<file path="src/logic/mcid_regs.svh">
// Overview of operation
// - Instructions are fetched and decoded as 13-bit words: opcode plus operand fields.
// - By default an ordinary instruction takes one cycle of two oscillator periods.
// - Any instruction writing the program counter register takes two instruction cycles.
// - Jump, call, returns and true conditional skips take two instruction cycles.
// - Config bit 8 picks two (0) or four (1) oscillator periods per cycle.
// - With four-period cycles the timer counter clock is oscillator divided by four.
// - Configuration word is outside program memory; program code cannot read or write it.
// - Config bit 7 enables the watchdog when zero, disables it when one.
// - Config bit 5 picks low/high crystal range; only meaningful for crystal type.
// - Config bit 4 selects RC oscillator when zero, crystal when one.
// - Config bit 3 selects low oscillator power when zero, high when one.
// - Protect bits 2..0 enable code protection unless all three are one.
// - A second word holds a 13-bit customer identification value.
// - Table jump adds accumulator to program counter, updates Z, C, DC, keeps bits 9..8.
// - Register operand instructions take a register designator from the low word bits.
// - Bit instructions decode a three-bit field choosing the bit to set, clear, test.
// - Literals are 8 bits for data operations and 10 bits for jump and call.
// - Any bit of any register can be set, cleared or tested by one instruction.
// - I/O registers are addressed as general registers by the same instructions.
// - Control register write/read address only control registers 5-7, B, E, F.
// - Software interrupt pushes incremented program counter and continues at address 002H.
`ifndef MCID_REGS_SVH
`define MCID_REGS_SVH

`define MCID_WORD_W        13
`define MCID_CFG_PERIOD    8
`define MCID_CFG_WDT_OFF   7
`define MCID_CFG_XRANGE    5
`define MCID_CFG_SRC       4
`define MCID_CFG_POWER     3
`define MCID_CFG_RSV_HI    12
`define MCID_CFG_RSV_MID   11
`define MCID_CFG_RSV_LO    9
`define MCID_CFG_RESET     13'h1_DFF
`define MCID_PROT_OFF      3'h7

`define MCID_OSC_PER_NS    10
`define MCID_SHORT_PERIODS 2
`define MCID_LONG_PERIODS  4
`define MCID_SHORT_LAST    2'h1
`define MCID_LONG_LAST     2'h3

`define MCID_OP_NOP        13'h0_000
`define MCID_OP_DAA        13'h0_001
`define MCID_OP_CONTW      13'h0_002
`define MCID_OP_SLEEP      13'h0_003
`define MCID_OP_WATCHDOG_CLEAR_INSTR       13'h0_004
`define MCID_OP_IRQ_ON     13'h0_010
`define MCID_OP_IRQ_OFF    13'h0_011
`define MCID_OP_RET        13'h0_012
`define MCID_OP_RETURN_IRQ_INSTR       13'h0_013
`define MCID_OP_CONTR      13'h0_014
`define MCID_OP_TBL        13'h0_020
`define MCID_OP_CLRA       13'h0_080
`define MCID_OP_SWI        13'h1_E02
`define MCID_PC_REG        6'h02
`define MCID_SWI_VECTOR    10'h002
`define MCID_CTRL_MIN      4'h5

`endif

</file>
<file path="src/logic/mcid_pkg.sv">
package mcid_pkg;
  typedef enum logic [1:0] {
    MCID_ST_IDLE  = 2'b00,
    MCID_ST_EXEC  = 2'b01,
    MCID_ST_FLUSH = 2'b11,
    MCID_ST_SLEEP = 2'b10
  } mcid_state_e;

  typedef enum logic [3:0] {
    MCID_K_NONE  = 4'h0,
    MCID_K_MISC  = 4'h1,
    MCID_K_IOW   = 4'h2,
    MCID_K_IOR   = 4'h3,
    MCID_K_ALU   = 4'h4,
    MCID_K_MOVRA = 4'h5,
    MCID_K_CLR   = 4'h6,
    MCID_K_BIT   = 4'h7,
    MCID_K_LIT   = 4'h8,
    MCID_K_CALL  = 4'h9,
    MCID_K_JMP   = 4'hA,
    MCID_K_RET   = 4'hB,
    MCID_K_TBL   = 4'hC,
    MCID_K_SYS   = 4'hD
  } mcid_kind_e;
endpackage

</file>
<file path="src/logic/mcid_core_decode.sv">
`timescale 1ns/1ps
`include "mcid_regs.svh"
module mcid_core_decode (
  input  wire logic                    clock,
  input  wire logic                    reset,
  input  wire logic [12:0]             cfg_word,
  input  wire logic [12:0]             id_word,
  input  wire logic [12:0]             instr_rdata,
  input  wire logic                    skip_true,
  input  wire logic                    watchdog_timeout,
  input  wire logic                    wake_pin,
  output logic                         fetch_strobe,
  output logic                         timer_counter_tick,
  output logic                         exec_valid,
  output mcid_pkg::mcid_kind_e         op_kind,
  output logic [12:0]                  instr_word,
  output logic [3:0]                   alu_op,
  output logic                         dest_is_reg,
  output logic [5:0]                   reg_sel,
  output logic [2:0]                   bit_sel,
  output logic [1:0]                   bit_action,
  output logic [7:0]                   lit8,
  output logic [9:0]                   pc_load_addr,
  output logic                         pc_push,
  output logic                         writes_pc,
  output logic                         is_skip,
  output logic                         keep_pc_page,
  output logic                         upd_zero,
  output logic                         upd_carry,
  output logic                         upd_dcarry,
  output logic [3:0]                   ctrl_index,
  output logic                         ctrl_valid,
  output logic                         sleep_instr,
  output logic                         watchdog_clear_instr,
  output logic                         global_irq_on_instr,
  output logic                         global_irq_off_instr,
  output logic                         return_irq_instr,
  output logic                         osc_stop,
  output logic                         time_out_flag,
  output logic                         power_down_flag,
  output logic                         instr_period_select,
  output logic                         watchdog_enable,
  output logic                         clock_source_type,
  output logic                         crystal_range_select,
  output logic                         drive_power_select,
  output logic                         code_protect_en,
  output logic                         cfg_reserved_err,
  output logic [12:0]                  customer_id
);
  import mcid_pkg::*;

  // configuration, loaded once after reset; no instruction path reaches it
  logic [12:0] cfg_r;
  logic [12:0] id_r;
  logic        cfg_loaded_r;

  always_ff @(posedge clock) begin
    if (reset) begin
      cfg_r        <= `MCID_CFG_RESET;
      id_r         <= 13'h0_000;
      cfg_loaded_r <= 1'b0;
    end else if (!cfg_loaded_r) begin
      cfg_r        <= cfg_word;
      id_r         <= id_word;
      cfg_loaded_r <= 1'b1;
    end
  end

  assign instr_period_select  = cfg_r[`MCID_CFG_PERIOD];
  assign watchdog_enable      = ~cfg_r[`MCID_CFG_WDT_OFF];
  assign clock_source_type    = cfg_r[`MCID_CFG_SRC];
  assign crystal_range_select = cfg_r[`MCID_CFG_SRC] & cfg_r[`MCID_CFG_XRANGE];
  assign drive_power_select   = cfg_r[`MCID_CFG_POWER];
  assign code_protect_en      = (cfg_r[2:0] != `MCID_PROT_OFF);
  assign customer_id          = id_r;
  // flags an image that breaks the reserved-bit or RC-range convention
  assign cfg_reserved_err = ~cfg_r[`MCID_CFG_RSV_HI] | ~cfg_r[`MCID_CFG_RSV_MID]
                          | cfg_r[`MCID_CFG_RSV_LO]
                          | (~cfg_r[`MCID_CFG_SRC] & cfg_r[`MCID_CFG_XRANGE]);

  // instruction cycle timing
  logic cyc_start;
  logic cyc_end;

  mcid_period_timer u_timer (
    .clock       (clock),
    .reset       (reset),
    .four_period (instr_period_select),
    .cycle_start (cyc_start),
    .cycle_end   (cyc_end)
  );

  mcid_state_e state_r;
  mcid_state_e state_nxt;
  logic [1:0]  wake_sync_r;

  always_ff @(posedge clock) begin
    if (reset) begin
      wake_sync_r <= 2'b00;
    end else begin
      wake_sync_r <= {wake_sync_r[0], wake_pin};
    end
  end

  assign fetch_strobe       = cyc_start & cfg_loaded_r & (state_r != MCID_ST_SLEEP);
  // timer clock is fosc/2 or fosc/4 following the cycle length, halted in sleep
  assign timer_counter_tick = cyc_end & (state_r != MCID_ST_SLEEP);
  assign osc_stop           = (state_r == MCID_ST_SLEEP);

  // decode of the word arriving from program memory
  wire [12:0] w       = instr_rdata;
  wire [5:0]  w_reg   = w[5:0];
  wire [3:0]  w_aop   = w[10:7];
  wire [2:0]  w_lop   = w[10:8];
  wire        d_zgrp  = (w[12:4] == 9'h000);
  wire        d_ogrp  = (w[12:4] == 9'h001);
  wire        d_sleep = (w == `MCID_OP_SLEEP);
  wire        d_watchdog_clear_instr  = (w == `MCID_OP_WATCHDOG_CLEAR_INSTR);
  wire        d_ion   = (w == `MCID_OP_IRQ_ON);
  wire        d_ioff  = (w == `MCID_OP_IRQ_OFF);
  wire        d_ret   = (w == `MCID_OP_RET);
  wire        d_return_irq_instr  = (w == `MCID_OP_RETURN_IRQ_INSTR);
  wire        d_misc  = (w == `MCID_OP_NOP) | (w == `MCID_OP_DAA)
                      | (w == `MCID_OP_CONTW) | (w == `MCID_OP_CONTR);
  wire        d_iow   = d_zgrp & (w[3:0] >= `MCID_CTRL_MIN);
  wire        d_ior   = d_ogrp & (w[3:0] >= `MCID_CTRL_MIN);
  wire        d_tbl   = (w == `MCID_OP_TBL);
  wire        d_movra = (w[12:6] == 7'h01);
  wire        d_clra  = (w == `MCID_OP_CLRA);
  wire        d_clrr  = (w[12:6] == 7'h03);
  wire        d_alu   = (w[12:11] == 2'b00) & (w[10:8] != 3'h0);
  wire        d_bit   = (w[12:11] == 2'b01);
  wire        d_call  = (w[12:10] == 3'b100);
  wire        d_jmp   = (w[12:10] == 3'b101);
  wire        d_swi   = (w == `MCID_OP_SWI);
  wire        d_lit   = (w[12:11] == 2'b11) & ~d_swi & (w_lop != 3'h6);
  wire        d_retl  = d_lit & (w_lop == 3'h4);
  wire        d_sys   = d_sleep | d_watchdog_clear_instr | d_ion | d_ioff | d_return_irq_instr | d_swi;
  wire        d_ctrlv = (w[3:0] == 4'h5) | (w[3:0] == 4'h6) | (w[3:0] == 4'h7)
                      | (w[3:0] == 4'hB) | (w[3:0] == 4'hE) | (w[3:0] == 4'hF);

  wire d_zcd   = (d_alu & ((w_aop == 4'h2) | (w_aop == 4'h7))) | d_tbl
               | (d_lit & ((w_lop == 3'h5) | (w_lop == 3'h7)));
  wire d_zonly = (d_alu & ((w_aop == 4'h3) | (w_aop == 4'h4) | (w_aop == 4'h5)
               | (w_aop == 4'h6) | (w_aop == 4'h8) | (w_aop == 4'h9) | (w_aop == 4'hA)))
               | d_clra | d_clrr | (d_lit & (w_lop >= 3'h1) & (w_lop <= 3'h3));
  wire d_conly = (w == `MCID_OP_DAA) | (d_alu & ((w_aop == 4'hC) | (w_aop == 4'hD)));
  wire d_skip  = (d_alu & ((w_aop == 4'hB) | (w_aop == 4'hF))) | (d_bit & w[10]);
  // any write landing on the program counter register costs a second cycle
  wire d_pcw   = d_tbl | ((w_reg == `MCID_PC_REG)
               & ((d_alu & w[6]) | d_movra | d_clrr | (d_bit & ~w[10])));
  wire d_brch  = d_call | d_jmp | d_ret | d_return_irq_instr | d_retl | d_swi;

  mcid_kind_e d_kind;
  always_comb begin
    d_kind = MCID_K_NONE;
    if (d_sys)                d_kind = MCID_K_SYS;
    else if (d_misc)          d_kind = MCID_K_MISC;
    else if (d_ret)           d_kind = MCID_K_RET;
    else if (d_iow)           d_kind = MCID_K_IOW;
    else if (d_ior)           d_kind = MCID_K_IOR;
    else if (d_tbl)           d_kind = MCID_K_TBL;
    else if (d_movra)         d_kind = MCID_K_MOVRA;
    else if (d_clra | d_clrr) d_kind = MCID_K_CLR;
    else if (d_alu)           d_kind = MCID_K_ALU;
    else if (d_bit)           d_kind = MCID_K_BIT;
    else if (d_call)          d_kind = MCID_K_CALL;
    else if (d_jmp)           d_kind = MCID_K_JMP;
    else if (d_retl)          d_kind = MCID_K_RET;
    else if (d_lit)           d_kind = MCID_K_LIT;
  end

  // sequencing: one cycle per instruction, a bubble after two-cycle ones
  logic static_two_r;
  logic sleep_instr_r;
  wire  two_cycle = static_two_r | (is_skip & skip_true);
  wire  load_now  = cyc_end & cfg_loaded_r & ((state_r == MCID_ST_IDLE)
                  | (state_r == MCID_ST_FLUSH)
                  | ((state_r == MCID_ST_EXEC) & ~two_cycle & ~sleep_instr_r));

  always_comb begin
    case (state_r)
      MCID_ST_IDLE:  state_nxt = load_now ? MCID_ST_EXEC : MCID_ST_IDLE;
      MCID_ST_EXEC: begin
        if (!cyc_end)         state_nxt = MCID_ST_EXEC;
        else if (sleep_instr_r) state_nxt = MCID_ST_SLEEP;
        else if (two_cycle)   state_nxt = MCID_ST_FLUSH;
        else                  state_nxt = MCID_ST_EXEC;
      end
      MCID_ST_FLUSH: state_nxt = cyc_end ? MCID_ST_EXEC : MCID_ST_FLUSH;
      MCID_ST_SLEEP: state_nxt = wake_sync_r[1] ? MCID_ST_IDLE : MCID_ST_SLEEP;
      default:       state_nxt = MCID_ST_IDLE;
    endcase
  end

  logic       exec_valid_r;
  mcid_kind_e kind_r;
  logic [12:0] word_r;
  logic       is_skip_r;
  logic       writes_pc_r;
  logic       pc_push_r;
  logic [9:0] pc_addr_r;
  logic [2:0] upd_r;
  logic       ctrl_valid_r;
  logic [4:0] pulse_r;

  always_ff @(posedge clock) begin
    if (reset) begin
      state_r      <= MCID_ST_IDLE;
      exec_valid_r <= 1'b0;
      kind_r       <= MCID_K_NONE;
      word_r       <= 13'h0_000;
      static_two_r <= 1'b0;
      is_skip_r    <= 1'b0;
      writes_pc_r  <= 1'b0;
      pc_push_r    <= 1'b0;
      pc_addr_r    <= 10'h000;
      upd_r        <= 3'h0;
      ctrl_valid_r <= 1'b0;
      sleep_instr_r <= 1'b0;
      pulse_r      <= 5'h00;
    end else begin
      state_r <= state_nxt;
      pulse_r <= load_now ? {d_sleep, d_watchdog_clear_instr, d_ion, d_ioff, d_return_irq_instr} : 5'h00;
      if (load_now) begin
        exec_valid_r  <= 1'b1;
        kind_r        <= d_kind;
        word_r        <= w;
        static_two_r  <= d_pcw | d_brch;
        is_skip_r     <= d_skip;
        writes_pc_r   <= d_pcw;
        pc_push_r     <= d_call | d_swi;
        pc_addr_r     <= d_swi ? `MCID_SWI_VECTOR : w[9:0];
        upd_r         <= {d_zcd | d_zonly, d_zcd | d_conly, d_zcd};
        ctrl_valid_r  <= (d_iow | d_ior) & d_ctrlv;
        sleep_instr_r <= d_sleep;
      end else if (cyc_end) begin
        exec_valid_r  <= 1'b0;
        kind_r        <= MCID_K_NONE;
        static_two_r  <= 1'b0;
        is_skip_r     <= 1'b0;
        writes_pc_r   <= 1'b0;
        pc_push_r     <= 1'b0;
        upd_r         <= 3'h0;
        ctrl_valid_r  <= 1'b0;
        sleep_instr_r <= 1'b0;
      end
    end
  end

  // power-down status: timeout clears T, sleep clears P, clear-watchdog sets both
  logic tflag_r;
  logic pflag_r;
  always_ff @(posedge clock) begin
    if (reset) begin
      tflag_r <= 1'b1;
      pflag_r <= 1'b1;
    end else begin
      if (watchdog_timeout)                tflag_r <= 1'b0;
      else if (pulse_r[4] | pulse_r[3])    tflag_r <= 1'b1;
      if (pulse_r[4])                      pflag_r <= 1'b0;
      else if (pulse_r[3])                 pflag_r <= 1'b1;
    end
  end

  assign exec_valid           = exec_valid_r;
  assign op_kind              = kind_r;
  assign instr_word           = word_r;
  assign alu_op               = word_r[10:7];
  assign dest_is_reg          = word_r[6];
  assign reg_sel              = word_r[5:0];
  assign bit_sel              = word_r[8:6];
  assign bit_action           = word_r[10:9];
  assign lit8                 = word_r[7:0];
  assign pc_load_addr         = pc_addr_r;
  assign pc_push              = pc_push_r;
  assign writes_pc            = writes_pc_r;
  assign is_skip              = is_skip_r;
  assign keep_pc_page         = (kind_r == MCID_K_TBL);
  assign upd_zero             = upd_r[2];
  assign upd_carry            = upd_r[1];
  assign upd_dcarry           = upd_r[0];
  assign ctrl_index           = word_r[3:0];
  assign ctrl_valid           = ctrl_valid_r;
  assign sleep_instr          = pulse_r[4];
  assign watchdog_clear_instr = pulse_r[4] | pulse_r[3];
  assign global_irq_on_instr  = pulse_r[2] | pulse_r[0];
  assign global_irq_off_instr = pulse_r[1];
  assign return_irq_instr     = pulse_r[0];
  assign time_out_flag        = tflag_r;
  assign power_down_flag      = pflag_r;
endmodule // mcid_core_decode

</file>
<file path="src/logic/mcid_period_timer.sv">
`timescale 1ns/1ps
`include "mcid_regs.svh"
module mcid_period_timer (
  input  wire logic clock,
  input  wire logic reset,
  input  wire logic four_period,
  output logic      cycle_start,
  output logic      cycle_end
);
  logic [1:0] phase_r;
  logic [1:0] phase_nxt;
  wire  [1:0] last_phase = four_period ? `MCID_LONG_LAST : `MCID_SHORT_LAST;

  assign cycle_start = (phase_r == 2'h0);
  assign cycle_end   = (phase_r >= last_phase);
  assign phase_nxt   = cycle_end ? 2'h0 : phase_r + 2'h1;

  always_ff @(posedge clock) begin
    if (reset) begin
      phase_r <= 2'h0;
    end else begin
      phase_r <= phase_nxt;
    end
  end
endmodule // mcid_period_timer

</file>
<file path="config.mk">
export PLATFORM = sky130hd
export DESIGN_NAME = mcid_core_decode
export DESIGN_NICKNAME = d
export VERILOG_FILES = /design/src/logic/mcid_pkg.sv /design/src/logic/mcid_core_decode.sv /design/src/logic/mcid_period_timer.sv
export VERILOG_INCLUDE_DIRS = /design/src /design/src/logic
export SDC_FILE = /design/constraint.sdc
export NUM_CORES = 1
export LEC_CHECK = 0
export BUFFER_PORTS_ARGS = -buffer_cell sky130_fd_sc_hd__buf_2
export CELL_PAD_IN_SITES_DETAIL_PLACEMENT = 0
export CELL_PAD_IN_SITES_GLOBAL_PLACEMENT = 1
export CORE_MARGIN = 5
export CORE_UTILIZATION = 25
export DETAILED_ROUTE_END_ITERATION = 8
export PLACE_DENSITY = 0.63
export REMOVE_ABC_BUFFERS = 1
export SYNTH_ARGS = -nofsm -noshare
export SYNTH_HDL_FRONTEND = slang
export SYNTH_SLANG_ARGS = --single-unit
</file>
<file path="constraint.sdc">
create_clock -name clock -period 5.4 [get_ports clock]
set_input_delay 0.27 -clock clock [delete_from_list [all_inputs] [get_ports clock]]
set_output_delay 0.27 -clock clock [all_outputs]
set_load 0.01 [all_outputs]
</file>
# [Word-level counts from Yosys, hierarchy flattened]
# Index checks and enable logic that the tools add are counted.
[totals] register_bits=77 latchBits=0 mem_bits_rw=0 mem_bits_ro=0 input_bits=44 out_inout_bits=94 wordCells=215 mem_count=0
[op_classes] addsub=1 n_mul=0 div=0 order_cmp=4 eq_ne=49 shift=0 n_mux=40 bitwise=90 n_reduce_logical=11
[ops] cell="equality test 13 x 5 -> 1 bit (second input constant)" n=5
[ops] cell="two-way mux 4 bit" n=16
[ops] cell="bitwise OR 1 bit" n=53
[ops] cell="equality test 4 bit (second input constant)" n=11
[ops] cell="bitwise AND 1 bit" n=28
[ops] cell="equality test 4 x 3 -> 1 bit (second input constant)" n=7
[ops] cell="equality test 13 x 2 -> 1 bit (second input constant)" n=2
[ops] cell="equality test 3 bit (second input constant)" n=5
[ops] cell="two-way mux 1 bit" n=14
[ops] cell="equality test 13 x 1 -> 1 bit (second input constant)" n=1
[ops] cell="equality test 13 bit (second input constant)" n=1
[ops] cell="equality test 13 x 3 -> 1 bit (second input constant)" n=1
[ops] cell="equality test 13 x 6 -> 1 bit (second input constant)" n=1
[ops] cell="equality test 13 x 8 -> 1 bit (second input constant)" n=1
[ops] cell="logical NOT 13 bit" n=1
[ops] cell="two-way mux 2 bit" n=6
[ops] cell="two-way mux 10 bit" n=1
[ops] cell="equality test 9 x 1 -> 1 bit (second input constant)" n=1
[ops] cell="logical NOT 9 bit" n=1
[ops] cell="NOT 1 bit" n=9
[ops] cell="equality test 4 x 2 -> 1 bit (second input constant)" n=2
[ops] cell="one-hot mux 2 bit (4 select lines)" n=1
[ops] cell="equality test 7 x 1 -> 1 bit (second input constant)" n=1
[ops] cell="equality test 7 x 2 -> 1 bit (second input constant)" n=1
[ops] cell="15 further kinds" n=25

# [Longest topological paths before layout]
# Gate-level depths: netlist of the first run.
[depth] ltp_word=19 ltp_mapped=9 mapped_depth_nobuf=7

# [Hierarchy]
# A second synthesis of the first run with hierarchy kept.
[hier_totals] hier_cells=409 area_unflattened_um2=3469.6
[by_module_without_submodules] mod="mcid_core_decode" n_inst=1 cells_per_inst=398 area_each_um2=3360.7 seq_area_each_um2=1461.4
[by_module_without_submodules] mod="mcid_period_timer" n_inst=1 cells_per_inst=11 area_each_um2=108.9 seq_area_each_um2=40.0

# [Worst setup path after synthesis of the first run]
# OpenSTA, ideal clock, no wires.
[synth_timing] kind="flip-flop to flip-flop" start="register cfg_r[8]" end="register word_r[0], in the netlist instr_word[0]" setup_time_ps=132 arrival_time_ps=1643 required_time_ps=5268 setup_slack_ps=3625 stages_incl_launch_ff=10 path_buffers=2 synth_period_minus_slack_ps=1775 cell_sequence="dfxtp_1 inv_1 ha_1 a21o_1 nand2_1 or2_2 buf_2 buf_2 nand2_1 a21oi_1"
[synth_via] elab_chain_len=4
[synth_lines] element="from (decl)" line="mcid_core_decode.sv:53" rtl="logic [12:0] cfg_r;"
[synth_lines] element="from (signal assigned)" line="mcid_core_decode.sv:59" rtl="cfg_r <= `MCID_CFG_RESET;"
[synth_lines] element="from (signal assigned)" line="mcid_core_decode.sv:63" rtl="cfg_r <= cfg_word;"
[synth_lines] element="two-way mux 2 bit (no line)"
[synth_lines] element="greater-or-equal comparator 2 bit" line="mcid_period_timer.sv:15" rtl="assign cycle_end = (phase_r >= last_phase);"
[synth_lines] element="bitwise AND 1 bit (2 in series)" line="mcid_core_decode.sv:177" rtl="wire load_now = cyc_end & cfg_loaded_r & ((state_r == MCID_ST_IDLE)"
[synth_lines] element="to (signal assigned)" line="mcid_core_decode.sv:228" rtl="word_r <= w;"
[synth_lines] element="to (decl)" line="mcid_core_decode.sv:198" rtl="logic [12:0] word_r;"
# Every way passes these cells.
# A chain may end at the register's enable or synchronous reset.

# [Worst setup path in the final report of the first run]
[layout_timing] start="register cfg_r[8]" end="register kind_r[1], in the netlist op_kind[1]"
[layout_via] elab_chain_len=5 elab_cells_between_ends=6 cone_classes="1 x order compare; 2 x mux; 2 x bitwise; 1 x reduce/logical"
[layout_lines] element="two-way mux 2 bit (no line) (*)"
[layout_lines] element="greater-or-equal comparator 2 bit (*)" line="mcid_period_timer.sv:15"
[layout_lines] element="bitwise AND 1 bit (2 in series)" line="mcid_core_decode.sv:177"
[layout_lines] element="two-way mux 4 bit / nonzero test 2 bit (equally long branches)"
[layout_lines] element="to (signal assigned)" line="mcid_core_decode.sv:227" rtl="kind_r <= d_kind;"
[layout_lines] element="to (decl)" line="mcid_core_decode.sv:197" rtl="mcid_kind_e kind_r;"
# Mark *: on every way between the ends. The rest lies on a longest branch, timed or not.

==> results.json, run 1 <==
{
  "diodes": 0,
  "critPathArrivalTime_ns": 2.47,
  "worst_skew_pair.late_latency_ns": 0.34,
  "die_y_um": 127,
  "htreeDepth": 3,
  "path_max_fanout": 7,
  "p_per_area_nw_per_um2": 324,
  "drive_gt1_share_pct": 33.8,
  "cts_buffer_depth": 2,
  "via_per_inst": 4.50,
  "die_area_sq_um": 16000,
  "drt-pass1-iter-count": 4,
  "cts_buffers": 9,
  "wirelength_mm": 9.25,
  "drt.antenna.violating_nets": 0,
  "synth.cell_area_sq_um": 3400,
  "path_class": "flip-flop to flip-flop",
  "ys_ff_latch": 75,
  "yosysSeqAreaShare_pct": 44.2,
  "track_usage_pct": 11.4,
  "boundaryPins": 138,
  "cts_setup_buffers": 0,
  "syn_area_per_cell_sq_um": 8.74,
  "tns_ns": 0,
  "grt_pass1_wl_mm": 14.7,
  "clkSinkCount": 75,
  "synth_edf_count": 0,
  "yosys.cell_types.count": 56,
  "tightest_slew_ns": 0.918,
  "row_count": 42,
  "worstReg2RegStart": "cfg_r[8]$_SDFFE_PP1N_",
  "finalCritPeriodShare_pct": 40.6,
  "grt_max_degree": 49,
  "first_iter_violations": 82,
  "relSlewSlack_pct": 38.8,
  "timing.fmax_ghz": 0.456,
  "hold_path.class": "primary input to flip-flop",
  "layout_common_cells": "buf_2, dfxtp_1, nand2_1, a21oi_1, nor2_1",
  "post_cts_resized": 0,
  "gp_congestion": 0.771,
  "maxSlewViolCount": 0,
  "worstHoldStart": "watchdog_timeout",
  "crit_path_start_kind": "flip-flop",
  "hpwlAfterDp_mm": 6.89,
  "cts_tree": "yes",
  "yosys_most_used_dff": "dfxtp_1",
  "peakVddDrop_v": 0.000170,
  "hold_viol": 0,
  "wl_per_cell_um": 13.9,
  "core_sq_um": 13300,
  "synthArstFlopShare_pct": 0,
  "post-place-ws_ns": 3.15,
  "dr_total_vias": 2989,
  "io_buffers": 135,
  "outcome": "finished, final reports clean",
  "cts_hold_buf": 0,
  "skew_ns": 0.00398,
  "setup_ws_ns": 3.21,
  "initial_core_util_pct": 25.6,
  "power_uw": 1390,
  "maxCapViolCount": 0,
  "nets": 534,
  "power.leakage_uw": 0.00208,
  "final-setup-viol-count": 0,
  "layout_commonest_cell": "buf_2",
  "synthCells": 389,
  "rsz0062_at_grt": "no",
  "cp.required_ns": 5.68,
  "grt_pass1_vias": 2844,
  "fin_crit_ns": 2.19,
  "cp-startpoint": "cfg_r[8]$_SDFFE_PP1N_",
  "regToRegSetupSlack_ns": 3.21,
  "grt_antenna_before_repair": 1,
  "cp-end-kind": "flip-flop",
  "cts.clk_slew.worst_paths_ns": 0.06,
  "grt-ovfl-total": 0,
  "drc_errors": 0,
  "cts-root-buf": "clkbuf_16",
  "area_growth_pct": 26.4,
  "whs_path_depth": 2,
  "reg2regPathDepth": 7,
  "ys_warn_count": 0,
  "die_x_um": 127
}
[power by group]
group          internal (uW)  switching [uW]  total [uW]  leakage [uW]
logic                   64.8            96.5         161       0.00131
clock network            403             234         638      0.000155
registers                577            13.6         591      0.000612
[final timing paths]
path | end
max | op_kind[1]$_SDFFE_PP0P_
min | time_out_flag$_SDFFE_PP1P_
max reg2reg | op_kind[1]$_SDFFE_PP0P_
min reg2reg | exec_valid$_SDFFE_PP0P_
[state kept, by name, indices dropped and copies added, names as in the netlist, 2 cells and up]
register and cells:
customer_id 13, instr_word 13, cfg_r 11, pc_load_addr 10, pulse_r 5, op_kind 4, upd_r 3, state_r 2
u_timer.phase_r 2, wake_sync_r 2
[through the flow]
stage / utilization (%) / cell area (sq um) / hold WS, ns / cells
CTS: 32.3 / 4290 / 0.104 / 664
finish: 32.3 / 4290 / 0.124 / 664
global route: 32.3 / 4290 / 0.137 / 664
detailed placement: 29.9 / 3980 / 0.442 / 649
global placement: 29.9 / 3980 / 0.435 / 649
floorplan: - / 3070 / 0.335 / 336
[final cells by class]
cell class / instances / area [sq um]
multi-input combinational: 251 / 1530
fill: 1384 / 9000
tap: 176 / 220
clock inverter: 6 / 91.3
sequential: 75 / 1500
timing repair buffer: 137 / 691
clock buffer: 9 / 225
inverter: 10 / 37.5
[synthesized netlist by cell type (3+ instances only)]
master    instances  area [sq um]
a21o_1            3          22.5
a21oi_1          32           160
a22o_1            3          26.3
buf_2            10          50.1
buf_4            28           210
clkbuf_1         11          41.3
dfxtp_1          75          1500
ha_1              6          75.1
inv_1            10          37.5
mux2i_1          24           240
nand2_1          64           240
nand2b_1          4          25.0
nand3_1           5          25.0
nor2_1           26          97.6
nor2b_1           7          43.8
nor3_1           11          55.1
nor3b_1           3          22.5
nor4_1            3          18.8
o21ai_0          10          50.1
o31ai_1           5          37.5
or2_2             5          31.3
[worst max-delay path: stages (launching register included)]
cell and delay [ns]:
dfxtp_1 0.35, inv_1 0.05, ha_1 0.28, a21o_1 0.17
nand2_1 0.11, nor3_1 0.70, o311ai_0 0.34, nand2_1 0.13
[cell families after synthesis]
logic type	share of synthesized area [%]
and+or+nand+nor	21.2
adders and majority gates	2.21
muxes	7.07
AOI/OAI and AO/OA	14.0
buffers and inverters	10.9
xor gates and xnor gates	0.516
DFF	44.2
[metal layers]
metal | vias to the layer above | share of wire [%] | global-route usage (%)
li1 | 1492 | - | -
met1 | 1362 | 44 | 14.5
met2 | 119 | 44 | 17.8
met3 | 14 | 10 | 4.54
met4 | 2 | 1.3 | 3.79
met5 | - | 0.076 | 0
No activity file was read; power rests on OpenSTA's default activity.
==> inputs of run 2 (changes only) <==
PLACE_DENSITY = 0.65   (was 0.63)
clock period = 1.8 ns   (was 5.4 ns; I/O delays follow)
==> run 2 against run 1 <==
Flip-flop and latch count unchanged. Worst setup slack worse by 3.1 ns. First-iteration DRC count up 22%. Critical endpoint is now upd_r[1]$_SDFFE_PP0P_. Largest power group unchanged.
==> results.json, run 2 (synthesized netlist as in run 1, its figures left out) <==
{
  "die_x_um": 127,
  "layout_common_cells": "buf_2, dfxtp_1, nand2_1, a21oi_1",
  "rsz0062_at_grt": "no",
  "first_iter_violations": 100,
  "regToRegSetupSlack_ns": 0.06,
  "stdcell_count": 713,
  "drt.antenna.violating_nets": 0,
  "cp.required_ns": 2.09,
  "hold_path.class": "primary input to flip-flop",
  "hpwlAfterDp_mm": 7.19,
  "die_y_um": 127,
  "gp_congestion": 0.770,
  "whs_ns": 0.0783,
  "io_buffers": 135,
  "cp-end-kind": "flip-flop",
  "finalInstanceArea_sq_um": 4750,
  "cts_buffers": 9,
  "cts_tree": "yes",
  "tightest_slew_ns": 0.482,
  "diodes": 0,
  "area_growth_pct": 39.8,
  "drive_gt1_share_pct": 35.8,
  "p_per_area_nw_per_um2": 884,
  "power_uw": 4200,
  "drt-pass1-iter-count": 4,
  "timing.fmax_ghz": 0.576,
  "initial_core_util_pct": 25.6,
  "crit_path_start_kind": "flip-flop",
  "wirelength_mm": 9.75,
  "post-place-ws_ns": 0.0507,
  "htreeDepth": 3,
  "outcome": "finished, final reports clean",
  "layout_commonest_cell": "buf_2",
  "cts_setup_buffers": 0,
  "core_sq_um": 13300,
  "nets": 582,
  "cts.clk_slew.worst_paths_ns": 0.06,
  "boundaryPins": 138,
  "power.leakage_uw": 0.00230,
  "track_usage_pct": 12.0,
  "grt_antenna_before_repair": 1,
  "fin_crit_ns": 1.74,
  "post_dp_cell_area_sq_um": 4150,
  "finalCritPeriodShare_pct": 96.4,
  "maxSlewViolCount": 0,
  "maxCapViolCount": 0,
  "clkSinkCount": 75,
  "path_class": "flip-flop to flip-flop",
  "wl_per_cell_um": 13.7,
  "die_area_sq_um": 16000,
  "grt_max_degree": 26,
  "path_max_fanout": 5,
  "relSlewSlack_pct": 67.6,
  "dr_total_vias": 3173,
  "skew_ns": 0.00901,
  "grt_pass1_vias": 3076,
  "grt-ovfl-total": 0,
  "worst_skew_pair.late_latency_ns": 0.34,
  "setup_ws_ns": 0.0646,
  "critPathArrivalTime_ns": 2.02,
  "hold_viol": 0,
  "cts-root-buf": "clkbuf_16",
  "placedCellCount": 670,
  "drc_errors": 0,
  "row_count": 42,
  "cts_buffer_depth": 2,
  "final-setup-viol-count": 0,
  "via_per_inst": 4.45,
  "peakVddDrop_v": 0.000317,
  "grt_pass1_wl_mm": 15.5
}
run 2: layout make-up:
class	count	area [sq um]
Sequential cell	75	1500
Clock inverter	5	60.1
Inverter	10	37.5
Tap cell	176	220
Multi-Input combinational cell	251	1550
Clock buffer	11	253
Fill cell	1358	8550
Timing Repair Buffer	185	1130
run 2: path summary, 6_finish.rpt:
path / depth (start not counted) / to / from
max: 7 / upd_r[1]$_SDFFE_PP0P_ / state_r[0]$_SDFF_PP0_
min: 3 / pc_load_addr[3]$_SDFFE_PP0P_ / instr_rdata[3]
max reg2reg: 7 / upd_r[1]$_SDFFE_PP0P_ / state_r[0]$_SDFF_PP0_
min reg2reg: 2 / exec_valid$_SDFFE_PP0P_ / exec_valid$_SDFFE_PP0P_
run 2: repair_timing:
| item | CTS | global route |
|---|---|---|
| hold buffers | 26 | 0 |
| endpoints found under the setup margin | 0 | 8 |
| hold endpoints to repair | 26 | 0 |
| resized for setup | 0 | 8 |
run 2: critical path: stages, from the launching register on:
cell and delay (ns):
dfxtp_1 0.36, inv_1 0.08, ha_1 0.29, o21a_1 0.14, or3_4 0.39, buf_4 0.17, a21oi_4 0.13, a221o_1 0.12
run 2: power breakdown:
group / total [uW] / leakage [uW] / internal, uW / switching [uW]
registers: 1770 / 0.000612 / 1730 / 41.1
clock network: 1850 / 0.000152 / 1150 / 702
logic: 572 / 0.00154 / 264 / 308
total: 4200 / 0.00230 / 3150 / 1050
run 2: per-stage QoR:
step / TNS (ns) / utilization [%]
2_1_floorplan: -13.13 / -
6_report: 0 / 35.7
3_3_place_gp: 0 / 31.2
3_5_place_dp: 0 / 31.2
5_1_grt: 0 / 35.7
4_1_cts: 0 / 35.5
run 2: metal layers:
layer | part of all wire, % | track usage, %
met1 | 46 | 15.3
met4 | 1.8 | 3.60
met2 | 44 | 18.6
met5 | 0.11 | 0
met3 | 8.1 | 4.71
